--- src/scfd_pkg.sv ---
// Package for the synthesizer configuration decode block.
// Assumes a 32-bit APB slave with byte addresses; fields sit in low bits.
package scfd_pkg;

    // Register byte offsets
    localparam logic [7:0] ADDR_LOOP = 8'h00;
    localparam logic [7:0] ADDR_CTL = 8'h04;
    localparam logic [7:0] ADDR_TEST = 8'h08;
    localparam logic [7:0] ADDR_FAST = 8'h0C;
    localparam logic [7:0] ADDR_NUM = 8'h10;
    localparam logic [7:0] ADDR_DEN = 8'h14;
    localparam logic [7:0] ADDR_STAT = 8'h18;

    typedef struct packed {
        logic [3:0] cap_b;
        logic [3:0] cap_a;
        logic [2:0] res_b;
        logic [2:0] res_a;
    } scfd_loop_t;

    typedef struct packed {
        logic frac_wide;
        logic doubler;
        logic pol;
        logic [4:0] pump;
        logic xtal;
        logic sleep;
        logic [1:0] mode;
    } scfd_ctl_t;

    typedef struct packed {
        logic [2:0] res_b;
        logic [2:0] res_a;
        logic [4:0] pump;
    } scfd_fast_t;

    // Inputs from the analog and divider side, all asynchronous
    typedef struct packed {
        logic fast_act;
        logic lock_ana;
        logic lock_dig;
        logic fb;
        logic ref_div;
        logic up;
        logic dn;
    } scfd_diag_t;

    // Reset values; the fractional width defaults to the wide form
    localparam scfd_loop_t LOOP_RST = 14'h0000;
    localparam scfd_ctl_t CTL_RST = 12'h800;
    localparam logic [3:0] TEST_RST = 4'h0;
    localparam scfd_fast_t FAST_RST = 11'h000;
    localparam logic [21:0] FRAC_RST = 22'h000000;
    localparam logic [21:0] FRAC_NARROW = 22'h0003FF;

    // Operating modes
    localparam logic [1:0] MODE_FULL = 2'h0;
    localparam logic [1:0] MODE_EXT = 2'h1;
    localparam logic [1:0] MODE_DIV = 2'h2;
    localparam logic [1:0] MODE_TEST = 2'h3;

    // Test pin selections
    localparam logic [3:0] TP_HIZ = 4'h0;
    localparam logic [3:0] TP_HIGH = 4'h1;
    localparam logic [3:0] TP_LOW = 4'h2;
    localparam logic [3:0] TP_LD_PP = 4'h3;
    localparam logic [3:0] TP_LD_INV = 4'h4;
    localparam logic [3:0] TP_LD_OD = 4'h5;
    localparam logic [3:0] TP_ALD_OD = 4'h6;
    localparam logic [3:0] TP_ALD_PP = 4'h7;
    localparam logic [3:0] TP_FB = 4'h8;
    localparam logic [3:0] TP_FB_HALF = 4'h9;
    localparam logic [3:0] TP_REF = 4'hA;
    localparam logic [3:0] TP_REF_HALF = 4'hB;
    localparam logic [3:0] TP_UP = 4'hC;
    localparam logic [3:0] TP_DN = 4'hD;

    // Status bit positions
    localparam int ST_LOCK = 0;
    localparam int ST_ALOCK = 1;
    localparam int ST_FAST = 2;
    localparam int ST_RSV_A = 3;
    localparam int ST_RSV_B = 4;
    localparam int ST_DIV = 5;
    localparam int ST_PLL = 6;
    localparam int ST_VCO = 7;

    // Decode constants: ohms, picofarads, microamps
    localparam logic [15:0] RES_200 = 16'h00C8;
    localparam logic [15:0] RES_1K = 16'h03E8;
    localparam logic [15:0] RES_2K = 16'h07D0;
    localparam logic [15:0] RES_4K = 16'h0FA0;
    localparam logic [15:0] RES_16K = 16'h3E80;
    localparam logic [2:0] RES_MAX = 3'h4;
    localparam logic [7:0] CAPA_HI = 8'h05;
    localparam logic [7:0] CAPB_W3 = 8'h64;
    localparam logic [7:0] CAPB_W1 = 8'h14;
    localparam logic [7:0] CAPB_W0 = 8'h05;
    localparam logic [11:0] PUMP_UNIT = 12'h064;

    // Reserved resistor codes decode to zero
    function automatic logic [15:0] res_ohms(input logic [2:0] c);
        case (c)
            3'h0: res_ohms = RES_200;
            3'h1: res_ohms = RES_1K;
            3'h2: res_ohms = RES_2K;
            3'h3: res_ohms = RES_4K;
            3'h4: res_ohms = RES_16K;
            default: res_ohms = 16'h0000;
        endcase
    endfunction

    function automatic logic [11:0] pump_ua(input logic [4:0] c);
        pump_ua = ({7'h00, c} + 12'h001) * PUMP_UNIT;
    endfunction

endpackage

--- src/scfd_sync.sv ---
// Two-flop synchroniser for asynchronous levels.
// Assumes inputs change slowly relative to mclk_i.
`timescale 1ns/1ns
module scfd_sync #(
    parameter int W = 1
) (
    // Clock and reset
    input wire logic mclk_i,
    input wire logic rst_n_i,
    // Data
    input wire logic [W-1:0] d_i,
    output logic [W-1:0] q_o
);
    logic [W-1:0] meta_r;

    always_ff @(posedge mclk_i)
    begin
        if (!rst_n_i)
        begin
            meta_r <= '0;
            q_o <= '0;
        end
        else
        begin
            meta_r <= d_i;
            q_o <= meta_r;
        end
    end
endmodule // scfd_sync

--- src/scfd_test_pin.sv ---
// Test and lock-detect pin multiplexer with halving dividers.
// Assumes the diagnostic inputs are already synchronised to mclk_i.
`timescale 1ns/1ns
module scfd_test_pin (
    // Clock and reset
    input wire logic mclk_i,
    input wire logic rst_n_i,
    // Selection and sources
    input wire logic [3:0] sel_i,
    input wire scfd_pkg::scfd_diag_t diag_i,
    // Pin, enable low while driving
    output logic pin_o,
    output logic pin_oe_n_o
);
    logic fb_d_r;
    logic ref_d_r;
    logic fb_half_r;
    logic ref_half_r;

    wire fb_rise = diag_i.fb & ~fb_d_r;
    wire ref_rise = diag_i.ref_div & ~ref_d_r;

    // Returns {oe_n, level}; open drain only pulls low
    function automatic logic [1:0] drive(input logic [3:0] s,
                                         input scfd_pkg::scfd_diag_t d,
                                         input logic fr, input logic rr,
                                         input logic fh, input logic rh);
        case (s)
            scfd_pkg::TP_HIGH: drive = 2'h1;
            scfd_pkg::TP_LOW: drive = 2'h0;
            scfd_pkg::TP_LD_PP: drive = {1'b0, d.lock_dig};
            scfd_pkg::TP_LD_INV: drive = {1'b0, ~d.lock_dig};
            scfd_pkg::TP_LD_OD: drive = {d.lock_dig, 1'b0};
            scfd_pkg::TP_ALD_OD: drive = {d.lock_ana, 1'b0};
            scfd_pkg::TP_ALD_PP: drive = {1'b0, d.lock_ana};
            scfd_pkg::TP_FB: drive = {1'b0, fr};
            scfd_pkg::TP_FB_HALF: drive = {1'b0, fh};
            scfd_pkg::TP_REF: drive = {1'b0, rr};
            scfd_pkg::TP_REF_HALF: drive = {1'b0, rh};
            scfd_pkg::TP_UP: drive = {1'b0, d.up};
            scfd_pkg::TP_DN: drive = {1'b0, d.dn};
            default: drive = 2'h2;
        endcase
    endfunction

    wire [1:0] drive_nxt = drive(sel_i, diag_i, fb_rise, ref_rise,
                                 fb_half_r, ref_half_r);

    // Undivided edges give one-cycle pulses, halves give even duty
    always_ff @(posedge mclk_i)
    begin
        if (!rst_n_i)
        begin
            fb_d_r <= 1'b0;
            ref_d_r <= 1'b0;
            fb_half_r <= 1'b0;
            ref_half_r <= 1'b0;
            pin_o <= 1'b0;
            pin_oe_n_o <= 1'b1;
        end
        else
        begin
            fb_d_r <= diag_i.fb;
            ref_d_r <= diag_i.ref_div;
            fb_half_r <= fb_half_r ^ fb_rise;
            ref_half_r <= ref_half_r ^ ref_rise;
            pin_oe_n_o <= drive_nxt[1];
            pin_o <= drive_nxt[0];
        end
    end
endmodule // scfd_test_pin

--- src/scfd_top.sv ---
// Configuration register bank and field decode for the synthesizer.
// Assumes an APB master on mclk_i and asynchronous analog-side inputs.
//
// Implementation choices: the placing of the registers and the APB register port.
`timescale 1ns/1ns
module scfd_top (
    // Clock and reset
    input wire logic mclk_i,
    input wire logic rst_n_i,
    // APB slave
    input wire logic psel_i,
    input wire logic penable_i,
    input wire logic pwrite_i,
    input wire logic [7:0] paddr_i,
    input wire logic [31:0] pwdata_i,
    output logic [31:0] prdata_o,
    output logic pready_o,
    output logic pslverr_o,
    // Asynchronous analog and divider inputs
    input wire logic [6:0] diag_i,
    // Loop filter
    output logic [15:0] res_a_ohm_o,
    output logic [15:0] res_b_ohm_o,
    output logic [7:0] cap_a_pf_o,
    output logic [7:0] cap_b_pf_o,
    output logic loop_apply_o,
    // Power and mode
    output logic div_en_o,
    output logic pll_en_o,
    output logic vco_en_o,
    output logic test_mode_o,
    output logic xtal_en_o,
    // Pump and reference
    output logic [11:0] pump_ua_o,
    output logic pump_pos_o,
    output logic ref_double_o,
    output logic ref_div_bypass_o,
    // Fraction
    output logic frac_wide_o,
    output logic [21:0] frac_num_o,
    output logic [21:0] frac_den_o,
    // Pins, enable low while driving
    output logic fast_lock_pin_o,
    output logic fast_lock_pin_oe_n_o,
    output logic test_lock_pin_o,
    output logic test_lock_pin_oe_n_o
);
    scfd_pkg::scfd_loop_t loop_r;
    scfd_pkg::scfd_ctl_t ctl_r;
    scfd_pkg::scfd_fast_t fast_r;
    scfd_pkg::scfd_diag_t diag_s;
    logic [3:0] test_r;
    logic [21:0] num_r;
    logic [21:0] den_r;
    logic [6:0] diag_sync;

    scfd_sync #(
        .W(7)
    ) u_sync (
        .mclk_i(mclk_i),
        .rst_n_i(rst_n_i),
        .d_i(diag_i),
        .q_o(diag_sync)
    );

    assign diag_s = diag_sync;

    scfd_test_pin u_test_pin (
        .mclk_i(mclk_i),
        .rst_n_i(rst_n_i),
        .sel_i(test_r),
        .diag_i(diag_s),
        .pin_o(test_lock_pin_o),
        .pin_oe_n_o(test_lock_pin_oe_n_o)
    );

    // Address decode
    wire sel_loop = paddr_i == scfd_pkg::ADDR_LOOP;
    wire sel_ctl = paddr_i == scfd_pkg::ADDR_CTL;
    wire sel_test = paddr_i == scfd_pkg::ADDR_TEST;
    wire sel_fast = paddr_i == scfd_pkg::ADDR_FAST;
    wire sel_num = paddr_i == scfd_pkg::ADDR_NUM;
    wire sel_den = paddr_i == scfd_pkg::ADDR_DEN;
    wire sel_stat = paddr_i == scfd_pkg::ADDR_STAT;
    wire mapped = sel_loop | sel_ctl | sel_test | sel_fast | sel_num
                  | sel_den | sel_stat;

    // One wait state: pready rises in the second access cycle
    wire access = psel_i & penable_i;
    wire first = access & ~pready_o;
    wire wr = access & pready_o & pwrite_i & mapped;

    // Decoded state
    wire awake = ~ctl_r.sleep;
    wire full = ctl_r.mode == scfd_pkg::MODE_FULL;
    wire fast = diag_s.fast_act;
    wire [2:0] ra_code = fast ? fast_r.res_a : loop_r.res_a;
    wire [2:0] rb_code = fast ? fast_r.res_b : loop_r.res_b;
    wire [4:0] pump_code = fast ? fast_r.pump : ctl_r.pump;
    wire apply_nxt = awake & full;
    wire div_nxt = awake;
    wire pll_nxt = awake & (ctl_r.mode != scfd_pkg::MODE_DIV);
    wire vco_nxt = pll_nxt & (ctl_r.mode != scfd_pkg::MODE_EXT);
    wire [21:0] frac_mask = ctl_r.frac_wide ? '1 : scfd_pkg::FRAC_NARROW;

    wire [7:0] cap_a_nxt = {5'h00, loop_r.cap_a[3:1]} * scfd_pkg::CAPA_HI
                           + {7'h00, loop_r.cap_a[0]};
    wire [7:0] cap_b_nxt =
        ({7'h00, loop_r.cap_b[3]} * scfd_pkg::CAPB_W3)
        + ({6'h00, loop_r.cap_b[2:1]} * scfd_pkg::CAPB_W1)
        + ({7'h00, loop_r.cap_b[0]} * scfd_pkg::CAPB_W0);

    wire [31:0] stat_word = {24'h000000, vco_en_o, pll_en_o, div_en_o,
                             loop_r.res_b > scfd_pkg::RES_MAX,
                             loop_r.res_a > scfd_pkg::RES_MAX,
                             diag_s.fast_act, diag_s.lock_ana,
                             diag_s.lock_dig};

    wire [31:0] rd_mux =
        sel_loop ? {18'h00000, loop_r} :
        sel_ctl ? {20'h00000, ctl_r} :
        sel_test ? {28'h0000000, test_r} :
        sel_fast ? {21'h000000, fast_r} :
        sel_num ? {10'h000, num_r} :
        sel_den ? {10'h000, den_r} :
        sel_stat ? stat_word : 32'h00000000;

    // APB answer
    always_ff @(posedge mclk_i)
    begin
        if (!rst_n_i)
        begin
            pready_o <= 1'b0;
            pslverr_o <= 1'b0;
            prdata_o <= 32'h00000000;
        end
        else
        begin
            pready_o <= first;
            pslverr_o <= first & ~mapped;
            prdata_o <= (first & ~pwrite_i) ? rd_mux : 32'h00000000;
        end
    end

    // Configuration fields; no hardware path ever alters them
    always_ff @(posedge mclk_i)
    begin
        if (!rst_n_i)
        begin
            loop_r <= scfd_pkg::LOOP_RST;
            ctl_r <= scfd_pkg::CTL_RST;
            test_r <= scfd_pkg::TEST_RST;
            fast_r <= scfd_pkg::FAST_RST;
            num_r <= scfd_pkg::FRAC_RST;
            den_r <= scfd_pkg::FRAC_RST;
        end
        else
        begin
            if (wr & sel_loop)
                loop_r <= pwdata_i[13:0];
            if (wr & sel_ctl)
                ctl_r <= pwdata_i[11:0];
            if (wr & sel_test)
                test_r <= pwdata_i[3:0];
            if (wr & sel_fast)
                fast_r <= pwdata_i[10:0];
            if (wr & sel_num)
                num_r <= pwdata_i[21:0];
            if (wr & sel_den)
                den_r <= pwdata_i[21:0];
        end
    end

    // Decoded outputs, one cycle behind the fields
    always_ff @(posedge mclk_i)
    begin
        if (!rst_n_i)
        begin
            res_a_ohm_o <= 16'h0000;
            res_b_ohm_o <= 16'h0000;
            cap_a_pf_o <= 8'h00;
            cap_b_pf_o <= 8'h00;
            loop_apply_o <= 1'b0;
            div_en_o <= 1'b0;
            pll_en_o <= 1'b0;
            vco_en_o <= 1'b0;
            test_mode_o <= 1'b0;
            xtal_en_o <= 1'b0;
            pump_ua_o <= 12'h000;
            pump_pos_o <= 1'b0;
            ref_double_o <= 1'b0;
            ref_div_bypass_o <= 1'b0;
            frac_wide_o <= 1'b1;
            frac_num_o <= scfd_pkg::FRAC_RST;
            frac_den_o <= scfd_pkg::FRAC_RST;
            fast_lock_pin_o <= 1'b0;
            fast_lock_pin_oe_n_o <= 1'b1;
        end
        else
        begin
            // Resistors and caps only count in full mode
            res_a_ohm_o <= apply_nxt ? scfd_pkg::res_ohms(ra_code)
                                     : 16'h0000;
            res_b_ohm_o <= apply_nxt ? scfd_pkg::res_ohms(rb_code)
                                     : 16'h0000;
            cap_a_pf_o <= apply_nxt ? cap_a_nxt : 8'h00;
            cap_b_pf_o <= apply_nxt ? cap_b_nxt : 8'h00;
            loop_apply_o <= apply_nxt;
            div_en_o <= div_nxt;
            pll_en_o <= pll_nxt;
            vco_en_o <= vco_nxt;
            test_mode_o <= awake & (ctl_r.mode == scfd_pkg::MODE_TEST);
            xtal_en_o <= awake & ctl_r.xtal;
            // Sleep gates usage only; stored fields stay intact
            pump_ua_o <= awake ? scfd_pkg::pump_ua(pump_code)
                               : 12'h000;
            pump_pos_o <= ctl_r.pol;
            ref_double_o <= awake & ctl_r.doubler;
            ref_div_bypass_o <= awake & ctl_r.doubler;
            frac_wide_o <= ctl_r.frac_wide;
            frac_num_o <= num_r & frac_mask;
            frac_den_o <= den_r & frac_mask;
            fast_lock_pin_o <= 1'b0;
            fast_lock_pin_oe_n_o <= ~fast;
        end
    end
endmodule // scfd_top

--- config.mk ---
export PLATFORM = sky130hd
export DESIGN_NAME = scfd_top
export DESIGN_NICKNAME = d
export VERILOG_FILES = /design/src/scfd_pkg.sv /design/src/scfd_sync.sv /design/src/scfd_test_pin.sv /design/src/scfd_top.sv
export SDC_FILE = /design/constraint.sdc
export NUM_CORES = 1
export LEC_CHECK = 0
export BUFFER_PORTS_ARGS = -buffer_cell sky130_fd_sc_hd__buf_2
export CELL_PAD_IN_SITES_DETAIL_PLACEMENT = 1
export CELL_PAD_IN_SITES_GLOBAL_PLACEMENT = 2
export CORE_AREA = 2 2 175 177
export DETAILED_ROUTE_END_ITERATION = 8
export DIE_AREA = 0 0 177 179
export HOLD_SLACK_MARGIN = 0.08
export PLACE_DENSITY = 0.79
export RECOVER_POWER = 50
export SYNTH_ARGS = -nofsm -noshare
export SYNTH_HDL_FRONTEND = slang
export SYNTH_SLANG_ARGS = --single-unit
--- constraint.sdc ---
create_clock -name mclk_i -period 8.9 [get_ports mclk_i]
set_input_delay 0.89 -clock mclk_i [delete_from_list [all_inputs] [get_ports mclk_i]]
set_output_delay 0.89 -clock mclk_i [all_outputs]
set_load 0.005 [all_outputs]
**After elaboration in Yosys (flattened, before gate mapping)**

Cells that the tools add are included.

- Add/sub/neg operators: 4
- Multiply operators: 5
- Magnitude comparators: 2
- Equality and inequality tests: 30
- Muxes and demuxes: 14
- Bitwise gates (word level): 41
- Reductions and logical operators: 9

Operators with widths:

| kind | number |
|---|---|
| one-hot mux 14 bit (5 select lines) | 2 |
| 2-to-1 mux 22 bit | 3 |
| 2-to-1 mux 14 bit | 4 |
| AND 22 bit | 2 |
| one-hot mux 2 bit (13 select lines) | 1 |
| == test 4 bit, second input constant | 6 |
| == test 8 x 5 -> 1 bit, second input constant | 3 |
| AND 1 bit | 21 |
| == test 4 x 3 -> 1 bit, second input constant | 4 |
| == test 8 x 4 -> 1 bit, second input constant | 2 |
| == test 3 x 2 -> 1 bit, second input constant | 4 |
| multiplier 6 x 5 -> 10 bit, second input constant | 1 |
| NOT 1 bit | 10 |
| adder 8 x 4 -> 8 bit | 1 |
| adder 8 x 7 -> 8 bit | 1 |
| == test 4 x 2 -> 1 bit, second input constant | 2 |
| == test 8 x 3 -> 1 bit, second input constant | 1 |
| zero test 8 bit | 1 |
| 2-to-1 mux 8 bit | 1 |
| OR reduction 8 bit | 1 |
| adder 6 x 1 -> 7 bit | 1 |
| adder 5 x 1 -> 6 bit, second input constant | 1 |
| == test 3 x 1 -> 1 bit, second input constant | 2 |
| == test 3 bit, second input constant | 2 |
| other kinds (18) | 28 |

- Register bits: 253
- Bits of input ports: 52
- Output and inout port bits: 152
- Word-level logic and storage cells: 153

**Longest topological paths before layout**

Gate-level depths: netlist of run 1.

- Depth after elaboration: 9
- Mapped depth: 15
- Mapped depth without buffers: 13

**By module**

A second synthesis of run 1 with hierarchy kept.

- Cells, all modules: 942
- Area, all modules: 9001.1 µm²

Modules (own cells, without submodules):

| module | times used | cells each | area each (µm²) | seq. area each (µm²) |
|---|---|---|---|---|
| scfd_top | 1 | 873 | 8237.9 | 4124.0 |
| scfd_sync | 1 | 29 | 391.6 | 280.3 |
| scfd_test_pin | 1 | 40 | 371.6 | 120.1 |

**Worst setup path after synthesis of run 1**

Ideal clock, no wire load.

- Kind: reg-to-reg
- Start point: register u_sync.q_o[6]
- End point: register pump_ua_o[11]
- Arrival time: 3.771 ns
- Setup slack: 5.008 ns
- Cell stages (with the launch flop): 15
- Buffers on the path: 2
- Clock period less this slack: 3.892 ns
- Cells stage by stage: dfxtp_1 > clkbuf_1 > clkbuf_1 > mux2_2 > ha_1 > inv_1 > a21oi_1 > xor2_1 > o21bai_1 > ha_1 > ha_1 > ha_1 > or2_2 > and3_1 > mux2_2

- Longest elaborated chain between the ends: 3

Ends and longest elaborated chain:

| item | line | text |
|---|---|---|
| from (decl) | scfd_sync.sv:12 | `output logic [W-1:0] q_o` |
| from (signal assigned) | scfd_sync.sv:26 | `q_o <= meta_r;` |
| 2-to-1 mux 5 bit | scfd_top.sv:99 | `wire [4:0] pump_code = fast ? fast_r.pump : ctl_r.pump;` |
| adder 5 x 1 -> 6 bit | scfd_pkg.sv:114 | `pump_ua = ({7'h00, c} + 12'h001) * PUMP_UNIT;` |
| multiplier 6 x 5 -> 10 bit | scfd_pkg.sv:114 |  |
| to (signal assigned) | scfd_top.sv:215 | `pump_ua_o <= awake ? scfd_pkg::pump_ua(pump_code)` |
| to (decl) | scfd_top.sv:34 | `output logic [11:0] pump_ua_o,` |

Every way passes these cells.
A chain may end at the register's enable or synchronous reset.

==> results.md, run 1 <==
* Mapped Cells at 886
* Post-synth top cells: dfxtp_1, nand2_1, mux2i_1, nor2_1, inv_1
* Most used cell, CP: clkbuf_1
* Rel. slew slack at -113%
* Avg WL per Cell at 16.5 um
* Iter 0 DRT Violations at 297
* EDFF count, synth at 0
* Outcome: finished, violations left
* Startpoint Class: input port
* Unrepaired setup endpoints after global routing: no
* Dpl ws at 4790 ps
* Worst hold path depth at 1
* Die area at 31700 um^2
* Synth Flop Type: dfxtp_1
* Critical path endpoint category: register
* Port Buffers at 167
* Post-Syn Area at 8870 um^2
* Leakage power at 5.19 nW
* Num rows at 64
* Worst skew pair latency at 540 ps
* Hold_buf cts at 0
* Final core area utilization at 35.7%
* Num CTS Buffers at 26
* Hold endpoint: u_sync.q_o[4]
* Via density at 4.54
* Synth top area share at 51.0%
* NumNets Final at 1109
* Hold Path Origin: u_sync.meta_r[4]
* CP Max Fanout at 84
* TNS Setup at 0 ps
* Area growth syn-to-layout at 20.8%
* Post-route setup slack at 2930 ps
* Power, Total at 2.26 mW
* Fmax at 0.168 GHz
* Final setup viols at 0
* Synth cell types at 57
* Tmin final at 5970 ps
* Reg2reg start: u_sync.q_o[6]
* Yosys reg bits at 226
* Vias in the first global route at 6514
* Initial core utilization at 29.5%
* First-pass GRT wire length at 36300 um
* R2R depth at 12
* CTS max path bufs at 3
* DRC viols at 0
* DRT antenna net count at 0
* Top post-synthesis cells by area: dfxtp_1, mux2i_1, nand2_1, ha_1, nor2_1
* Cell Pwr Density at 211 nW/um^2
* Detailed-route via count at 6554
* Die H at 179 um
* Total setup buffers inserted after CTS at 0
* Initial DRT Pass Iterations at 4
* Overflow after GRT at 0
* Crit Path Class: input port to register
* CTS HTree Levels at 1
* Reg clk slew, reported paths at 60 ps
* Final wirelength at 23800 um
* Yosys warning count at 0
* Clk sinks at 226
* Final Hold Vio Count at 0
* CTS tree: yes
* Largest net degree at the start of global routing at 85
* Clk_skew at 24.2 ps
* Die Width at 177 um
* Count leader, synth: dfxtp_1
* Global route hottest layer: met2
* Share of cells above drive strength 1 at 14.9%
* GRT met2 Usage at 25.3%
* Ys async rst share at 0%
* All-Layer GR Usage at 14.7%
* Reg2reg end: pump_ua_o[11]
* Peak VDD IR at 0.000117 V
* Crit share post-route at 67.1%
* Failing checks: max-capacitance violations, max-slew violations
* Slew @ Worst Pin at 3190 ps
* Initial antenna violation count at 1
* I/O pin count at 204
* Max incr delay on CP at 2280 ps
* CP max stage cell: clkbuf_1
* Placeable Area at 30000 um^2
* Root Driver: clkbuf_16
* Gpl congestion at 0.754
* Reg-to-reg setup timing slack at 4780 ps
* Met1 Usage GRT at 19.3%
* Post-DP HPWL at 16700 um
* CP cell instances: clkbuf_1 -> clkbuf_1 -> nand2_1 -> mux2i_1
* Syn Area/Cell at 10.0 um^2
* Data arrival, critical path at 6410 ps
* Max-slew violations at 157
* Critical path required time at 9350 ps
* Register area share after synthesis at 51.0%
* Synth area leader: dfxtp_1
* Max-cap violations at 2
* Hold Crit Class: register to register
* Resize count post-CTS at 0
* Min Hold Slack at 430 ps
* Routing usage on met3 at 1.99%
==> layout by cell type (no fill, tap or decap), types with 11 or more instances in the layout <==
master | netlist | layout
nor2_1 | 64 | 64
clkbuf_16 | 0 | 26
buf_2 | 5 | 88
clkbuf_1 | 32 | 83
and2_1 | 29 | 21
mux2i_1 | 118 | 118
a21oi_1 | 19 | 19
conb_1 | 1 | 26
nand2_1 | 126 | 126
and3_1 | 28 | 28
inv_1 | 39 | 39
ha_1 | 24 | 24
dfxtp_1 | 226 | 226
nand3_1 | 11 | 11
==> critical path, delay by kind of cell <==
family                 cells  cell delay, ps
buffers and inverters      2            4490
and+or+nand+nor            1             640
muxes                      1             310
==> worst max-delay path by stage <==
stage	startpoint	endpoint	slack [ps]	depth (start not counted)
after floorplan	u_sync.q_o[6]	pump_ua_o[11]	5010	14
after global placement	u_sync.q_o[6]	pump_ua_o[11]	4840	12
after detailed placement	u_sync.q_o[6]	pump_ua_o[11]	4790	12
after CTS	u_sync.q_o[6]	pump_ua_o[11]	4750	12
after global routing	rst_n_i	den_r[10]	2240	4
final	rst_n_i	fast_r[10]	2930	4
==> routing by layer <==
metal | vias up | share of wire [%]
met2 | 180 | 47
met3 | 35 | 4.9
met1 | 3131 | 46
met5 | - | 0
met4 | 0 | 2.1
li1 | 3208 | -
==> final cells by class <==
cell class                 instances  area [um^2]
antenna                            1         2.50
clock buffer                      34          721
clock inverter                    11          219
fill                            3465        19300
inverter                          39          146
multi-input combinational        569         3850
sequential                       226         4520
tap                              396          495
timing repair buffer             169          748
==> state kept, by name, indices dropped and copies added (netlist names), 10 cells and up <==
signal and cells:
ctl_r 12, num_r 22, loop_r 14, frac_num_o 22
prdata_o 22, res_b_ohm_o 10, frac_den_o 22, den_r 22
pump_ua_o 10, res_a_ohm_o 10, fast_r 11
==> logic make-up after synthesis <==
logic type,Yosys count,share of synthesized area [%]
and+or+nand+nor,304,16.3
DFF,226,51.0
muxes,128,15.1
buffers and inverters,116,6.55
AOI/OAI and AO/OA,67,5.38
adders and majority gates,26,3.84
xor gates and xnor gates,18,1.78
other,1,0.0423
==> power breakdown <==
group	switching (mW)	internal (mW)	leakage, nW
registers	0.00437	1.02	1.83
clock network	0.423	0.741	0.457
logic	0.0480	0.0220	2.90
==> per-stage QoR <==
| step | instances | cell area [um^2] |
|---|---|---|
| detailed placement | 1399 | 9870 |
| global route | 1445 | 10700 |
| floorplan | 911 | 8960 |
| CTS | 1444 | 10800 |
| finish | 1445 | 10700 |
| global placement | 1399 | 9870 |
Power figures use the tool's default switching activity.
==> run 2: changes to the inputs <==
- PLACE_DENSITY: 0.79 -> 0.82
- clock period: 8.9 -> 5.1 ns (I/O delays scaled with it)
==> results.md, run 2 (synthesized netlist as in run 1, its figures left out) <==
* Crit share post-route at 75.5%
* Die area at 31700 um^2 (unchanged)
* Reg-to-reg setup timing slack at 1250 ps (-3530 ps)
* Non-Filler Instances at 1450 (+0.35%)
* NumNets Final at 1112 (+0.27%)
* Switching portion of total power at 21.7% (+0.62 points)
* Gpl congestion at 0.797 (+5.7%)
* Critical path required time at 5510 ps (-3840 ps)
* Startpoint Class: register
* Overflow after GRT at 0 (unchanged)
* Iter 0 DRT Violations at 288 (-3.0%)
* Data arrival, critical path at 4250 ps (-2160 ps)
* Hold_buf cts at 0 (unchanged)
* Total setup buffers inserted after CTS at 0 (unchanged)
* Fmax at 0.260 GHz
* Largest delay share family, worst path: adder cells
* Die H at 179 um (unchanged)
* Final setup viols at 0 (unchanged)
* Max incr delay on CP at 420 ps (-1860 ps)
* Port Buffers at 167 (unchanged)
* Root Driver: clkbuf_16
* Final core area utilization at 35.6% (-0.042 points)
* Hold Crit Class: input port to register
* Reg power frac at 46.6% (+1.3 points)
* Final wirelength at 23900 um (+0.31%)
* Outcome: finished, violations left
* Clk_skew at 22.8 ps (-1.34 ps)
* Worst skew pair latency at 540 ps (about the same)
* Resize count post-CTS at 0 (unchanged)
* Clock power frac at 50.0% (-1.5 points)
* Cell Pwr Density at 358 nW/um^2 (+70%)
* Num rows at 64 (unchanged)
* Reg2reg start: u_sync.q_o[6]
* CP cell instances: buf_4 -> mux2_2 -> ha_1 -> inv_1 -> xnor2_1 -> xor2_1 -> ha_1 -> ha_1 -> ha_1 -> a211oi_1 -> o21ai_0 -> and3_1 -> mux2_2
* Worst hold path depth at 2 (+1)
* R2R depth at 13 (+1)
* Rel. slew slack at -88.3% (+25 points)
* Reg clk slew, reported paths at 60 ps (about the same)
* CTS tree: yes
* Int Pwr at 3.00 mW (+68%)
* Commonest cells after routing, fill and taps aside: dfxtp_1, nand2_1, mux2i_1
* NetSw at 0.829 mW (+75%)
* Leading cell type in the layout, fill and taps excluded: dfxtp_1
* Final Hold Vio Count at 0 (unchanged)
* Placeable Area at 30000 um^2 (unchanged)
* Initial DRT Pass Iterations at 4 (unchanged)
* Detailed-route via count at 6510 (-0.67%)
* Area growth syn-to-layout at 20.7%
* CP Max Fanout at 16 (-81%)
* CP max stage cell: dfxtp_1
* Post-DP HPWL at 17100 um (+2.3%)
* Avg WL per Cell at 16.5 um (about the same)
* Unrepaired setup endpoints after global routing: no
* DRT antenna net count at 0 (unchanged)
* First-pass GRT wire length at 36300 um (about the same)
* Vias in the first global route at 6537 (+0.35%)
* Placed cell count at 1401 (+0.14%)
* Largest net degree at the start of global routing at 83 (-2.4%)
* Hold Path Origin: diag_i[4]
* Die Width at 177 um (unchanged)
* Failing checks: max-capacitance violations, max-slew violations
* Tmin final at 3850 ps
* Max-slew violations at 104 (-34%)
* Max-cap violations at 2 (unchanged)
* Clk sinks at 226 (unchanged)
* All-Layer GR Usage at 14.7% (-0.022 points)
* Initial core utilization at 29.5% (unchanged)
* Share of cells above drive strength 1 at 16.6% (+1.7 points)
* Num CTS Buffers at 27 (+3.8%)
* DRC viols at 0 (unchanged)
* Reg2reg end: pump_ua_o[11]
* Peak VDD IR at 0.000239 V (+100%)
* CTS HTree Levels at 1 (unchanged)
* I/O pin count at 204 (unchanged)
* Leakage power at 5.24 nW (+0.96%)
* Hold endpoint: u_sync.meta_r[4]
* Initial antenna violation count at 0 (-1)
* Via density at 4.49 (-1.0%)
* Slew @ Worst Pin at 2820 ps (-368 ps)
* Critical path endpoint category: register
* Crit Path Class: register to register
* Logic pwr share at 3.3% (+0.2 points)
* CTS max path bufs at 3 (unchanged)
* TNS Setup at 0 ps (unchanged)
* Most used cell, CP: ha_1
* WP buf/inv at 2 (unchanged)
## run 2: worst reg2reg max path, stage by stage (launching register included)
cell and delay [ps]:
dfxtp_1 420, buf_4 280, mux2_2 410, ha_1 230
inv_1 110, xnor2_1 260, xor2_1 130, ha_1 320
ha_1 330, ha_1 330, a211oi_1 300, o21ai_0 170
and3_1 180, mux2_2 250
## run 2: power groups by stage
stage | Clock [mW] | Sequential [mW] | Combinational (mW)
2_1_floorplan | 0 | 1.82 | 0.0911
3_3_place_gp | 0 | 1.82 | 0.128
3_5_place_dp | 0 | 1.82 | 0.130
4_1_cts | 1.97 | 1.78 | 0.130
5_1_grt | 2.05 | 1.78 | 0.141
6_report | 1.91 | 1.78 | 0.128
## run 2: per-layer routing
metal	GRT usage [%]	up-vias	wire length (um)
li1	-	3215	-
met1	19.4	3089	10900
met2	24.4	169	11000
met3	2.37	37	1330
met4	4.79	0	661
met5	0	-	0
## run 2: how the worst max path moves through the flow
| stage | slack [ps] | endpoint | cells past startpoint | start |
|---|---|---|---|---|
| after floorplan | 1210 | pump_ua_o[11] | 14 | u_sync.q_o[6] |
| after global placement | 1360 | pump_ua_o[11] | 13 | u_sync.q_o[6] |
| after detailed placement | 1290 | pump_ua_o[11] | 13 | u_sync.q_o[6] |
| after CTS | 1260 | pump_ua_o[11] | 13 | u_sync.q_o[6] |
| after global routing | 920 | pump_ua_o[11] | 14 | u_sync.q_o[6] |
| final | 1250 | pump_ua_o[11] | 13 | u_sync.q_o[6] |
## run 2: final cells by class
cell class	count	area (um^2)
inverters	39	146
multi-input cells	569	3850
repair buffers	171	783
fillers	3481	19300
clock inverters	11	139
well taps	396	495
diodes	1	2.50
flip-flops and latches	226	4520
clock buffers	37	753
## run 2: stage by stage
step	total power, mW	setup WS, ps	area, um^2	hold slack [ps]
after floorplan	1.91	1210	8960	412
after global placement	1.95	1360	9890	420
after detailed placement	1.95	1290	9890	421
after CTS	3.88	1260	10800	161
after global routing	3.98	918	10700	174
final	3.83	1250	10700	177
